$ cat config.mk
export PLATFORM = sky130hd
export DESIGN_NAME = svs_serializer
export DESIGN_NICKNAME = d
export VERILOG_FILES = /design/src/design/svs_pkg.sv /design/src/design/svs_serializer.sv /design/src/design/svs_scrambler.sv
export SDC_FILE = /design/constraint.sdc
export NUM_CORES = 1
export LEC_CHECK = 0
export ABC_AREA = 1
export BUFFER_PORTS_ARGS = -buffer_cell sky130_fd_sc_hd__buf_2
export CAP_MARGIN = 20
export CORE_MARGIN = 2
export CORE_UTILIZATION = 52
export CTS_CLUSTER_DIAMETER = 150
export DETAILED_ROUTE_END_ITERATION = 6
export PLACE_DENSITY = 0.8
export SETUP_SLACK_MARGIN = 0.4
export SLEW_MARGIN = 20
export SYNTH_ARGS = -nofsm -noshare
export SYNTH_HDL_FRONTEND = slang
export SYNTH_SLANG_ARGS = --single-unit
$ cat constraint.sdc
create_clock -name sys_clk -period 2.48 [get_ports sys_clk]
set_clock_uncertainty 0.15 [all_clocks]
set_input_delay 0.124 -clock sys_clk [delete_from_list [all_inputs] [get_ports sys_clk]]
set_output_delay 0.124 -clock sys_clk [all_outputs]
set_load 0.01 [all_outputs]
$ cat src/design/svs_pkg.sv
// Constants, types and register map of the serial digital video serializer.
// Assumes one 100 MHz system clock; the word clock is sampled on it.
package svs_pkg;

  // Word and serial widths
  localparam int unsigned WORD_W = 10;
  localparam int unsigned UPPER_W = 8;
  localparam int unsigned LOW_W = 2;
  localparam logic [UPPER_W-1:0] UPPER_ZERO = 8'h00;
  localparam logic [UPPER_W-1:0] UPPER_ONES = 8'hFF;
  localparam logic [LOW_W-1:0] LOW_ZERO = 2'h0;
  localparam logic [LOW_W-1:0] LOW_ONES = 2'h3;

  // Clock multiplier: ten bits per word, optional halving
  localparam int unsigned BIT_CNT_W = 4;
  localparam logic [BIT_CNT_W-1:0] BIT_LAST = 4'h9;
  localparam logic [BIT_CNT_W-1:0] BIT_FIRST = 4'h0;
  localparam int unsigned MAX_RATE_MBPS = 400;
  localparam int unsigned CLK_PERIOD_NS = 10;
  localparam int unsigned CLK_RATE_MBPS = 1000 / CLK_PERIOD_NS;

  // Lock qualification: aligned words in a row
  localparam int unsigned GOOD_CNT_W = 4;
  localparam logic [GOOD_CNT_W-1:0] LOCK_WORDS = 4'h8;

  // Auto standard sweep dwell
  localparam int unsigned SWEEP_TIME_NS = 20000;
  localparam int unsigned SWEEP_CYCLES = SWEEP_TIME_NS / CLK_PERIOD_NS;
  localparam int unsigned SWEEP_W = 12;
  localparam logic [SWEEP_W-1:0] SWEEP_LAST =
    SWEEP_W'(SWEEP_CYCLES - 1);

  // Scrambler: x^9 + x^4 + 1, history taps
  localparam int unsigned SCR_LEN = 9;
  localparam int unsigned SCR_TAP_A = 3;
  localparam int unsigned SCR_TAP_B = 8;

  // Register bus
  localparam int unsigned ADDR_W = 8;
  localparam int unsigned DATA_W = 32;
  localparam logic [ADDR_W-1:0] REG_STATUS = 8'h00;
  localparam logic [ADDR_W-1:0] REG_MASK = 8'h04;
  localparam logic [ADDR_W-1:0] REG_STATE = 8'h08;
  localparam int unsigned EVT_W = 3;
  localparam int unsigned EVT_LOCK_GAIN = 0;
  localparam int unsigned EVT_LOCK_LOSS = 1;
  localparam int unsigned EVT_SYNC_SEEN = 2;
  localparam logic [EVT_W-1:0] MASK_RESET = 3'h0;
  localparam int unsigned ST_LOCKED = 0;
  localparam int unsigned ST_HALF = 1;
  localparam int unsigned ST_FSM_LO = 2;
  localparam int unsigned ST_FSM_HI = 3;
  localparam logic [DATA_W-1:0] DATA_ZERO = 32'h0000_0000;

  // Oscillator modes
  typedef enum logic [1:0] {
    MODE_AUTO = 2'b00,
    MODE_HALF_ON = 2'b01,
    MODE_HALF_OFF = 2'b10
  } svs_mode_e;

  // Lock state, Gray coded along hunt, track, locked
  typedef enum logic [1:0] {
    LK_HUNT = 2'b00,
    LK_TRACK = 2'b01,
    LK_LOCKED = 2'b11
  } svs_lock_e;

endpackage : svs_pkg

$ cat src/design/svs_serializer.sv
// Top of the serial digital video serializer: input latch, sync forcing,
// clock multiplier with lock detect and rate sweep, shifter, registers.
// Assumes all inputs are synchronous to sys_clk and that the word clock
// period is ten or twenty sys_clk cycles (full or half rate).
//
// Behaviour
// - Recognise sync words 000-003, 3FC-3FF and eight bit 00, FF.
// - Upper eight bits all zero or all one force low two bits alike.
// - Inhibit input high passes every word unchanged, no detection.
// - Scramble serial bits with x^9 + x^4 + 1 shift register.
// - Scrambled bits go to NRZI: every one toggles the output.
// - Order: latch, sync detect, serialize, scramble, NRZI, driver.
// - Bit clock is ten times the word clock, one word per period.
// - Feedback path holds a divide by ten and a divide by two.
// - Serial output is suppressed while the loop is unlocked.
// - Lock output is high while locked, low otherwise.
// - Mode input picks auto, half rate on or half rate off.
// - Auto mode toggles full and half rate at sweep pace until lock.
// - Half rate on and off hold one fixed rate, no sweep.
// - Rate chosen automatically among supported rates up to 400 Mb/s; here only the 100 Mb/s full or 50 Mb/s half rate.
// - True and complement serial outputs carry the same bit.
//
// Design decisions made here: the register addresses and the strobed register port.
module svs_serializer
  import svs_pkg::*;
(
  // Clock and reset
  input wire logic sys_clk,
  input wire logic nrst,
  // Parallel video side
  input wire logic [WORD_W-1:0] parallel_word_in,
  input wire logic word_clock_in,
  input wire logic sync_force_inhibit,
  input wire logic [1:0] oscMode,
  // Serial side
  output logic serial_out_true,
  output logic serial_out_comp,
  output logic pll_locked_out,
  output logic syncWordSeen,
  // Register port
  input wire logic [ADDR_W-1:0] regAddr,
  input wire logic [DATA_W-1:0] regWrData,
  input wire logic regWrEn,
  input wire logic regRdEn,
  output logic [DATA_W-1:0] regRdData,
  output logic irq
);

  // Timing reference test on the upper eight bits
  function automatic logic isTrs(input logic [WORD_W-1:0] w);
    isTrs = (w[WORD_W-1:LOW_W] == UPPER_ZERO) ||
            (w[WORD_W-1:LOW_W] == UPPER_ONES);
  endfunction : isTrs

  // Low-bit forcing, bypassed under inhibit
  function automatic logic [WORD_W-1:0] forceLow(
    input logic [WORD_W-1:0] w,
    input logic inhibit
  );
    logic [WORD_W-1:0] r;
    r = w;
    if (!inhibit && w[WORD_W-1:LOW_W] == UPPER_ZERO)
      r[LOW_W-1:0] = LOW_ZERO;
    else if (!inhibit && w[WORD_W-1:LOW_W] == UPPER_ONES)
      r[LOW_W-1:0] = LOW_ONES;
    forceLow = r;
  endfunction : forceLow

  logic wordClkPrev_ff;
  logic wordEdge;
  logic [WORD_W-1:0] wordLatch_ff;
  logic syncWordSeen_ff;
  logic [BIT_CNT_W-1:0] bitCnt_ff;
  logic halfDiv_ff;
  logic halfRate_ff;
  logic bitTick;
  logic wordWrap;
  logic aligned;
  logic misaligned;
  logic [GOOD_CNT_W-1:0] goodCnt_ff;
  svs_lock_e lockState_ff;
  svs_lock_e nxt_lockState;
  logic [SWEEP_W-1:0] sweepCnt_ff;
  logic sweepFlip;
  svs_mode_e modeSel;
  logic [WORD_W-1:0] shift_ff;
  logic nrziBit;
  logic serialTrue_ff;
  logic [EVT_W-1:0] status_ff;
  logic [EVT_W-1:0] mask_ff;
  logic [EVT_W-1:0] evtSet;
  logic [DATA_W-1:0] regRdData_ff;
  logic locked;

  // Unused code 2'b11 falls back to auto
  assign modeSel = (oscMode == MODE_HALF_ON) ? MODE_HALF_ON :
                   (oscMode == MODE_HALF_OFF) ? MODE_HALF_OFF :
                   MODE_AUTO;

  // Rising edge of the word clock, inputs already synchronous
  always_ff @(posedge sys_clk)
  begin
    if (!nrst)
      wordClkPrev_ff <= 1'b0;
    else
      wordClkPrev_ff <= word_clock_in;
  end

  assign wordEdge = word_clock_in && !wordClkPrev_ff;

  // Input latch with sync forcing applied on the way in
  always_ff @(posedge sys_clk)
  begin
    if (!nrst)
      wordLatch_ff <= '0;
    else if (wordEdge)
      wordLatch_ff <= forceLow(parallel_word_in,
                               sync_force_inhibit);
  end

  // Sync seen flag for the latched word; held low under inhibit
  always_ff @(posedge sys_clk)
  begin
    if (!nrst)
      syncWordSeen_ff <= 1'b0;
    else if (wordEdge)
      syncWordSeen_ff <= !sync_force_inhibit
                         && isTrs(parallel_word_in);
  end

  assign syncWordSeen = syncWordSeen_ff;

  // Bit tick: every cycle at full rate, every second at half rate
  assign bitTick = !halfRate_ff || halfDiv_ff;
  assign wordWrap = bitTick && (bitCnt_ff == BIT_LAST);
  // Phase compare: word edge must meet the end of the tenth bit
  assign aligned = wordEdge && wordWrap;
  assign misaligned = wordEdge != wordWrap;

  // Divide by two stage; realigned to the word edge on a phase error
  always_ff @(posedge sys_clk)
  begin
    if (!nrst)
      halfDiv_ff <= 1'b0;
    else if (misaligned && wordEdge)
      halfDiv_ff <= 1'b0;
    else if (halfRate_ff)
      halfDiv_ff <= !halfDiv_ff;
    else
      halfDiv_ff <= 1'b0;
  end

  // Divide by ten counter, one count per serial bit
  always_ff @(posedge sys_clk)
  begin
    if (!nrst)
      bitCnt_ff <= BIT_FIRST;
    else if (misaligned && wordEdge)
      bitCnt_ff <= BIT_FIRST;
    else if (wordWrap)
      bitCnt_ff <= BIT_FIRST;
    else if (bitTick)
      bitCnt_ff <= bitCnt_ff + 1'b1;
  end

  // Consecutive aligned words
  always_ff @(posedge sys_clk)
  begin
    if (!nrst)
      goodCnt_ff <= '0;
    else if (misaligned)
      goodCnt_ff <= '0;
    else if (aligned && goodCnt_ff != LOCK_WORDS)
      goodCnt_ff <= goodCnt_ff + 1'b1;
  end

  // Lock state: any phase error drops back to hunting
  always_comb
  begin
    nxt_lockState = lockState_ff;
    case (lockState_ff)
      LK_HUNT:
        if (aligned)
          nxt_lockState = LK_TRACK;
      LK_TRACK:
        if (misaligned)
          nxt_lockState = LK_HUNT;
        else if (aligned && goodCnt_ff == LOCK_WORDS - 1'b1)
          nxt_lockState = LK_LOCKED;
      LK_LOCKED:
        if (misaligned)
          nxt_lockState = LK_HUNT;
      default:
        nxt_lockState = LK_HUNT;
    endcase
  end

  always_ff @(posedge sys_clk)
  begin
    if (!nrst)
      lockState_ff <= LK_HUNT;
    else
      lockState_ff <= nxt_lockState;
  end

  assign locked = (lockState_ff == LK_LOCKED);
  assign pll_locked_out = locked;

  // Sweep dwell counter, runs until lock in auto mode; a false track on
  // a harmonic must not restart it, or the sweep would never move on
  assign sweepFlip = (modeSel == MODE_AUTO) && !locked
                     && (sweepCnt_ff == SWEEP_LAST);

  always_ff @(posedge sys_clk)
  begin
    if (!nrst)
      sweepCnt_ff <= '0;
    else if (modeSel != MODE_AUTO || locked || sweepFlip)
      sweepCnt_ff <= '0;
    else
      sweepCnt_ff <= sweepCnt_ff + 1'b1;
  end

  // Oscillator rate: swept in auto, pinned otherwise; held once locked
  always_ff @(posedge sys_clk)
  begin
    if (!nrst)
      halfRate_ff <= 1'b0;
    else if (modeSel == MODE_HALF_ON)
      halfRate_ff <= 1'b1;
    else if (modeSel == MODE_HALF_OFF)
      halfRate_ff <= 1'b0;
    else if (sweepFlip)
      halfRate_ff <= !halfRate_ff;
  end

  // Shifter: load at word end, then least significant bit first
  always_ff @(posedge sys_clk)
  begin
    if (!nrst)
      shift_ff <= '0;
    else if (wordWrap)
      shift_ff <= wordLatch_ff;
    else if (bitTick)
      shift_ff <= {1'b0, shift_ff[WORD_W-1:1]};
  end

  // Scrambler and NRZI stage sit after the shifter
  svs_scrambler u_scrambler (
    .sys_clk(sys_clk),
    .nrst(nrst),
    .bitEn(bitTick),
    .bitIn(shift_ff[0]),
    .nrziBit(nrziBit)
  );

  // Driver stage; a dead line is safer than garbage while unlocked
  always_ff @(posedge sys_clk)
  begin
    if (!nrst)
      serialTrue_ff <= 1'b0;
    else
      serialTrue_ff <= locked && nrziBit;
  end

  assign serial_out_true = serialTrue_ff;
  assign serial_out_comp = !serialTrue_ff;

  // Events that set sticky status bits
  assign evtSet[EVT_LOCK_GAIN] = (nxt_lockState == LK_LOCKED) && !locked;
  assign evtSet[EVT_LOCK_LOSS] = locked && (nxt_lockState != LK_LOCKED);
  assign evtSet[EVT_SYNC_SEEN] = wordEdge && !sync_force_inhibit
                                 && isTrs(parallel_word_in);

  // Sticky status, cleared by read; a new event beats the clear
  always_ff @(posedge sys_clk)
  begin
    if (!nrst)
      status_ff <= '0;
    else if (regRdEn && regAddr == REG_STATUS)
      status_ff <= evtSet;
    else
      status_ff <= status_ff | evtSet;
  end

  // Interrupt mask
  always_ff @(posedge sys_clk)
  begin
    if (!nrst)
      mask_ff <= MASK_RESET;
    else if (regWrEn && regAddr == REG_MASK)
      mask_ff <= regWrData[EVT_W-1:0];
  end

  assign irq = |(status_ff & mask_ff);

  // Read data valid only in the cycle after the strobe
  always_ff @(posedge sys_clk)
  begin
    if (!nrst)
      regRdData_ff <= DATA_ZERO;
    else if (!regRdEn)
      regRdData_ff <= DATA_ZERO;
    else if (regAddr == REG_STATUS)
      regRdData_ff <= {{(DATA_W-EVT_W){1'b0}}, status_ff};
    else if (regAddr == REG_MASK)
      regRdData_ff <= {{(DATA_W-EVT_W){1'b0}}, mask_ff};
    else if (regAddr == REG_STATE)
      regRdData_ff <= {{(DATA_W-ST_FSM_HI-1){1'b0}}, lockState_ff,
                       halfRate_ff, locked};
    else
      regRdData_ff <= DATA_ZERO;
  end

  assign regRdData = regRdData_ff;
endmodule : svs_serializer

$ cat src/design/svs_scrambler.sv
// Self-synchronising scrambler followed by the NRZ to NRZI stage.
// Assumes bitEn pulses once per serial bit, bitIn valid beside it.
module svs_scrambler
  import svs_pkg::*;
(
  // Clock and reset
  input wire logic sys_clk,
  input wire logic nrst,
  // Bit stream in
  input wire logic bitEn,
  input wire logic bitIn,
  // Encoded bit out
  output logic nrziBit
);

  logic [SCR_LEN-1:0] scrHist_ff;
  logic scrBit;
  logic nrziBit_ff;

  // Each output depends on the input bit and the fourth and ninth previous scrambled bits
  assign scrBit = bitIn ^ scrHist_ff[SCR_TAP_A]
                  ^ scrHist_ff[SCR_TAP_B];

  // Scrambler history, newest bit at the bottom
  always_ff @(posedge sys_clk)
  begin
    if (!nrst)
      scrHist_ff <= '0;
    else if (bitEn)
      scrHist_ff <= {scrHist_ff[SCR_LEN-2:0], scrBit};
  end

  // A one toggles the line, a zero holds it
  always_ff @(posedge sys_clk)
  begin
    if (!nrst)
      nrziBit_ff <= 1'b0;
    else if (bitEn)
      nrziBit_ff <= nrziBit_ff ^ scrBit;
  end

  assign nrziBit = nrziBit_ff;
endmodule : svs_scrambler

==> summary.txt <==
Placement
  • Placer congestion estimate: 0.793
  • IO Port Bufs: 37
  • Placed Area: 3430 um^2
  • HPWL after DPL: 4350 um

Cells and area
  • Fin area: 3910 um^2
  • Final net count: 567
  • Antenna diode count: 0
  • Area Overhead vs Synth: 17.9%
  • Layout cells sized above 1: 20.0%

Setup path
  • Reg2reg start: halfRate_ff
  • Reg2reg path depth: 11
  • Worst EP required: 2.60 ns
  • Arr. time, crit path: 2.16 ns
  • Setup crit end: mask_ff[0]
  • Worst reg2reg setup slack: 0.57 ns
  • CP Launch Type: primary input
  • Critical path capture point type: flip-flop
  • Worst setup path startpoint: nrst
  • Reg2reg end: status_ff[0]
  • WS Path Type: in -> reg
  • Worst Path Max Fanout: 10

Global routing
  • Vias in the first global route: 2715
  • Gr usage total: 19.3%
  • Largest net degree at the start of global routing: 29
  • Overflow after GRT: 0
  • Antenna violations before repair: 0
  • Global-route wire length before repair: 11200 um

Drt
  • Post-route ant nets: 0
  • Routed vias/inst: 4.86
  • Vias: 2830
  • DR iter-0 viols: 102
  • DRC: 0
  • Routed wire length per instance: 11.3 um
  • Final Routed Wirelength: 6600 um
  • Drt first pass iters: 4

Die
  • I/O pins: 95
  • Rows: 29
  • Die Width: 83.9 um
  • Full die area: 7040 um^2
  • Die height: 83.9 um
  • Initial Util: 52.9%
  • Core area: 6280 um^2

Yosys
  • Mean Syn Cell Area: 7.61 um^2
  • Sequential cell area fraction in the yosys report: 40.4%
  • Synthesized area: 3320 um^2
  • Mapped Cells: 436
  • Yosys Warn Count: 0
  • Post-synthesis cell type count: 36
  • Flops & latches, synth: 67

Power and ir drop
  • NetSw: 601 uW
  • Seq pwr share: 48.3%
  • Worst vdd ir: 448 uV
  • P_int: 1.79 mW
  • Leakage: 1.81 nW
  • Clk pwr share: 40.9%
  • Sw frac: 25.1%
  • Power Dens Cells: 612 nW/um^2
  • Gate power share: 10.9%

Timing
  • Post-route minimum period: 2.03 ns
  • Hold Fails Final Rpt: 0
  • Setup TNS: 0 ns
  • Max_slew headroom: 63.6%
  • Endpoints failing setup: 0
  • Fmax: 0.492 GHz
  • Tightest Pin Transition: 0.545 ns
  • Final period util: 81.9%
  • Final Max Tran Viols: 0
  • RSZ-0062 raised after global routing: false

Run
  • Max_cap viols: 0

Clocking
  • Num Clock Sinks: 67
  • # H-tree levels: 3
  • Num CTS Buffers: 9
  • Clk root buf: clkbuf_8
  • CTS tree: yes
  • Clock tree buffer depth: 2
  • Clock Latency Late Sink: 0.33 ns
  • Clk slew on worst S/H paths: 0.07 ns

Worst hold path
  • Hold Path Origin: sync_force_inhibit
  • Hold WC Path Type: in -> reg

Outcome
  • Outcome: complete, no violations
-- flip-flops by register name (all words and copies together), names as in the netlist, 2 cells and up --
signal / count
shift_ff: 10
goodCnt_ff: 4
regRdData: 4
bitCnt_ff: 4
sweepCnt_ff: 12
u_scrambler.scrHist_ff: 9
lockState_ff: 2
wordLatch_ff: 10
mask_ff: 3
status_ff: 3
-- routing by layer --
metal	part of all wire (%)	track usage, %	routed length (um)	vias to the layer above
met5	0	0	0	-
met4	0.73	5.72	48	0
met3	3.4	6.23	223	4
met2	52	34.8	3430	51
met1	44	21.7	2900	1323
li1	-	-	-	1452
-- repair_timing --
item	4_1_cts	5_1_grt
endpoints found under the setup margin	0	5
endpoints found under the hold margin	19	0
setup buffers	0	6
hold buffers	20	0
resized for setup	0	9
-- worst min path at each step --
stage,end,slack (ns),cells past startpoint
6_report,syncWordSeen,0.03,4
5_1_grt,status_ff[2],0.02,4
4_1_cts,syncWordSeen,0.0002,4
3_5_place_dp,wordClkPrev_ff,0.18,3
3_3_place_gp,wordClkPrev_ff,0.17,3
2_1_floorplan,wordClkPrev_ff,0.07,2
-- cell families (layout without fill, tap and decap cells) --
kind of cell | count (synthesis) | in the layout | share of synthesized area [%]
other cells | 1 | 28 | 0.113
simple gates | 184 | 184 | 26.1
flops | 67 | 67 | 40.4
fa+ha+maj | 9 | 9 | 3.39
compound gates | 68 | 68 | 12.3
xor+xnor | 8 | 8 | 2.11
buf+inv | 99 | 141 | 15.5
-- through the flow --
| stage | power [mW] | hold slack (ns) | instances | utilization, % | setup slack [ns] |
|---|---|---|---|---|---|
| 2_1_floorplan | 1.39 | 0.0675 | 463 | - | 0.768 |
| 3_3_place_gp | 1.40 | 0.170 | 540 | 54.6 | 0.537 |
| 3_5_place_dp | 1.41 | 0.182 | 540 | 54.6 | 0.486 |
| 4_1_cts | 2.41 | 0.000243 | 576 | 61.3 | 0.461 |
| 5_1_grt | 2.49 | 0.0207 | 582 | 62.3 | 0.390 |
| 6_report | 2.40 | 0.0277 | 582 | 62.3 | 0.448 |
-- critical path, cell delays in order --
cell	delay, ns
dlygate4sd3_1	0.54
buf_6	0.15
o21ai_1	0.07
dlygate4sd3_1	0.55
a21oi_1	0.13
dlygate4sd3_1	0.58
-- cell usage in the layout, fill, tap and decap left out, types with 3 or more instances in the layout --
master | synthesis | routed
ha_1 | 9 | 8
buf_2 | 4 | 36
inv_2 | 9 | 8
dfxtp_1 | 67 | 66
xor2_1 | 6 | 6
o21ai_1 | 9 | 9
dlygate4sd3_1 | 0 | 20
buf_4 | 29 | 9
conb_1 | 1 | 28
clkinv_2 | 0 | 3
o211ai_2 | 8 | 8
a21oi_1 | 28 | 28
nor3_1 | 7 | 7
nand2_1 | 70 | 69
nand3_1 | 29 | 29
o21ai_0 | 20 | 20
nand3_2 | 4 | 4
nor2_2 | 3 | 3
inv_1 | 49 | 49
nor2_1 | 55 | 54
nor3b_2 | 4 | 4
clkbuf_8 | 0 | 9
-- synth_stat cells --
cell | instances | area share, %
nand3_2 | 4 | 1.2
clkinv_1 | 1 | 0.11
and3_1 | 1 | 0.19
a211oi_1 | 1 | 0.23
buf_6 | 4 | 1.4
or2_2 | 2 | 0.38
nand2_1 | 70 | 7.9
inv_1 | 49 | 5.5
nand3_1 | 29 | 4.4
o31ai_1 | 1 | 0.23
buf_2 | 4 | 0.60
nand4_1 | 2 | 0.38
nand3_4 | 1 | 0.53
o21ai_0 | 20 | 3.0
nor3_2 | 1 | 0.30
conb_1 | 1 | 0.11
nor3_1 | 7 | 1.1
clkbuf_1 | 3 | 0.34
buf_4 | 29 | 6.6
nor2_2 | 3 | 0.57
xnor2_1 | 2 | 0.53
nand2_2 | 1 | 0.19
or2_0 | 1 | 0.19
a21oi_1 | 28 | 4.2
xor2_1 | 6 | 1.6
nor2_8 | 1 | 0.60
nor2_1 | 55 | 6.2
o21bai_1 | 1 | 0.23
ha_1 | 9 | 3.4
o21ai_1 | 9 | 1.4
nor2_4 | 1 | 0.34
nor3b_2 | 4 | 1.5
o211ai_2 | 8 | 3.0
dfxtp_1 | 67 | 40
inv_2 | 9 | 1.0
or2_1 | 1 | 0.19
-- layout make-up --
class,instances,area [um^2]
clock buffers,9,124
flip-flops and latches,67,1340
multi-input cells,297,1580
fillers,533,2360
inverters,59,224
well taps,77,96.3
repair buffers,66,459
clock inverters,7,91.3
-- power by group through the flow --
stage / sequential (mW) / combinational (mW) / clock, mW
6_report: 1.16 / 0.260 / 0.979
4_1_cts: 1.16 / 0.255 / 0.997
3_5_place_dp: 1.18 / 0.230 / 0
3_3_place_gp: 1.18 / 0.220 / 0
5_1_grt: 1.16 / 0.296 / 1.03
2_1_floorplan: 1.17 / 0.217 / 0
(Power assumes the default switching activity.)
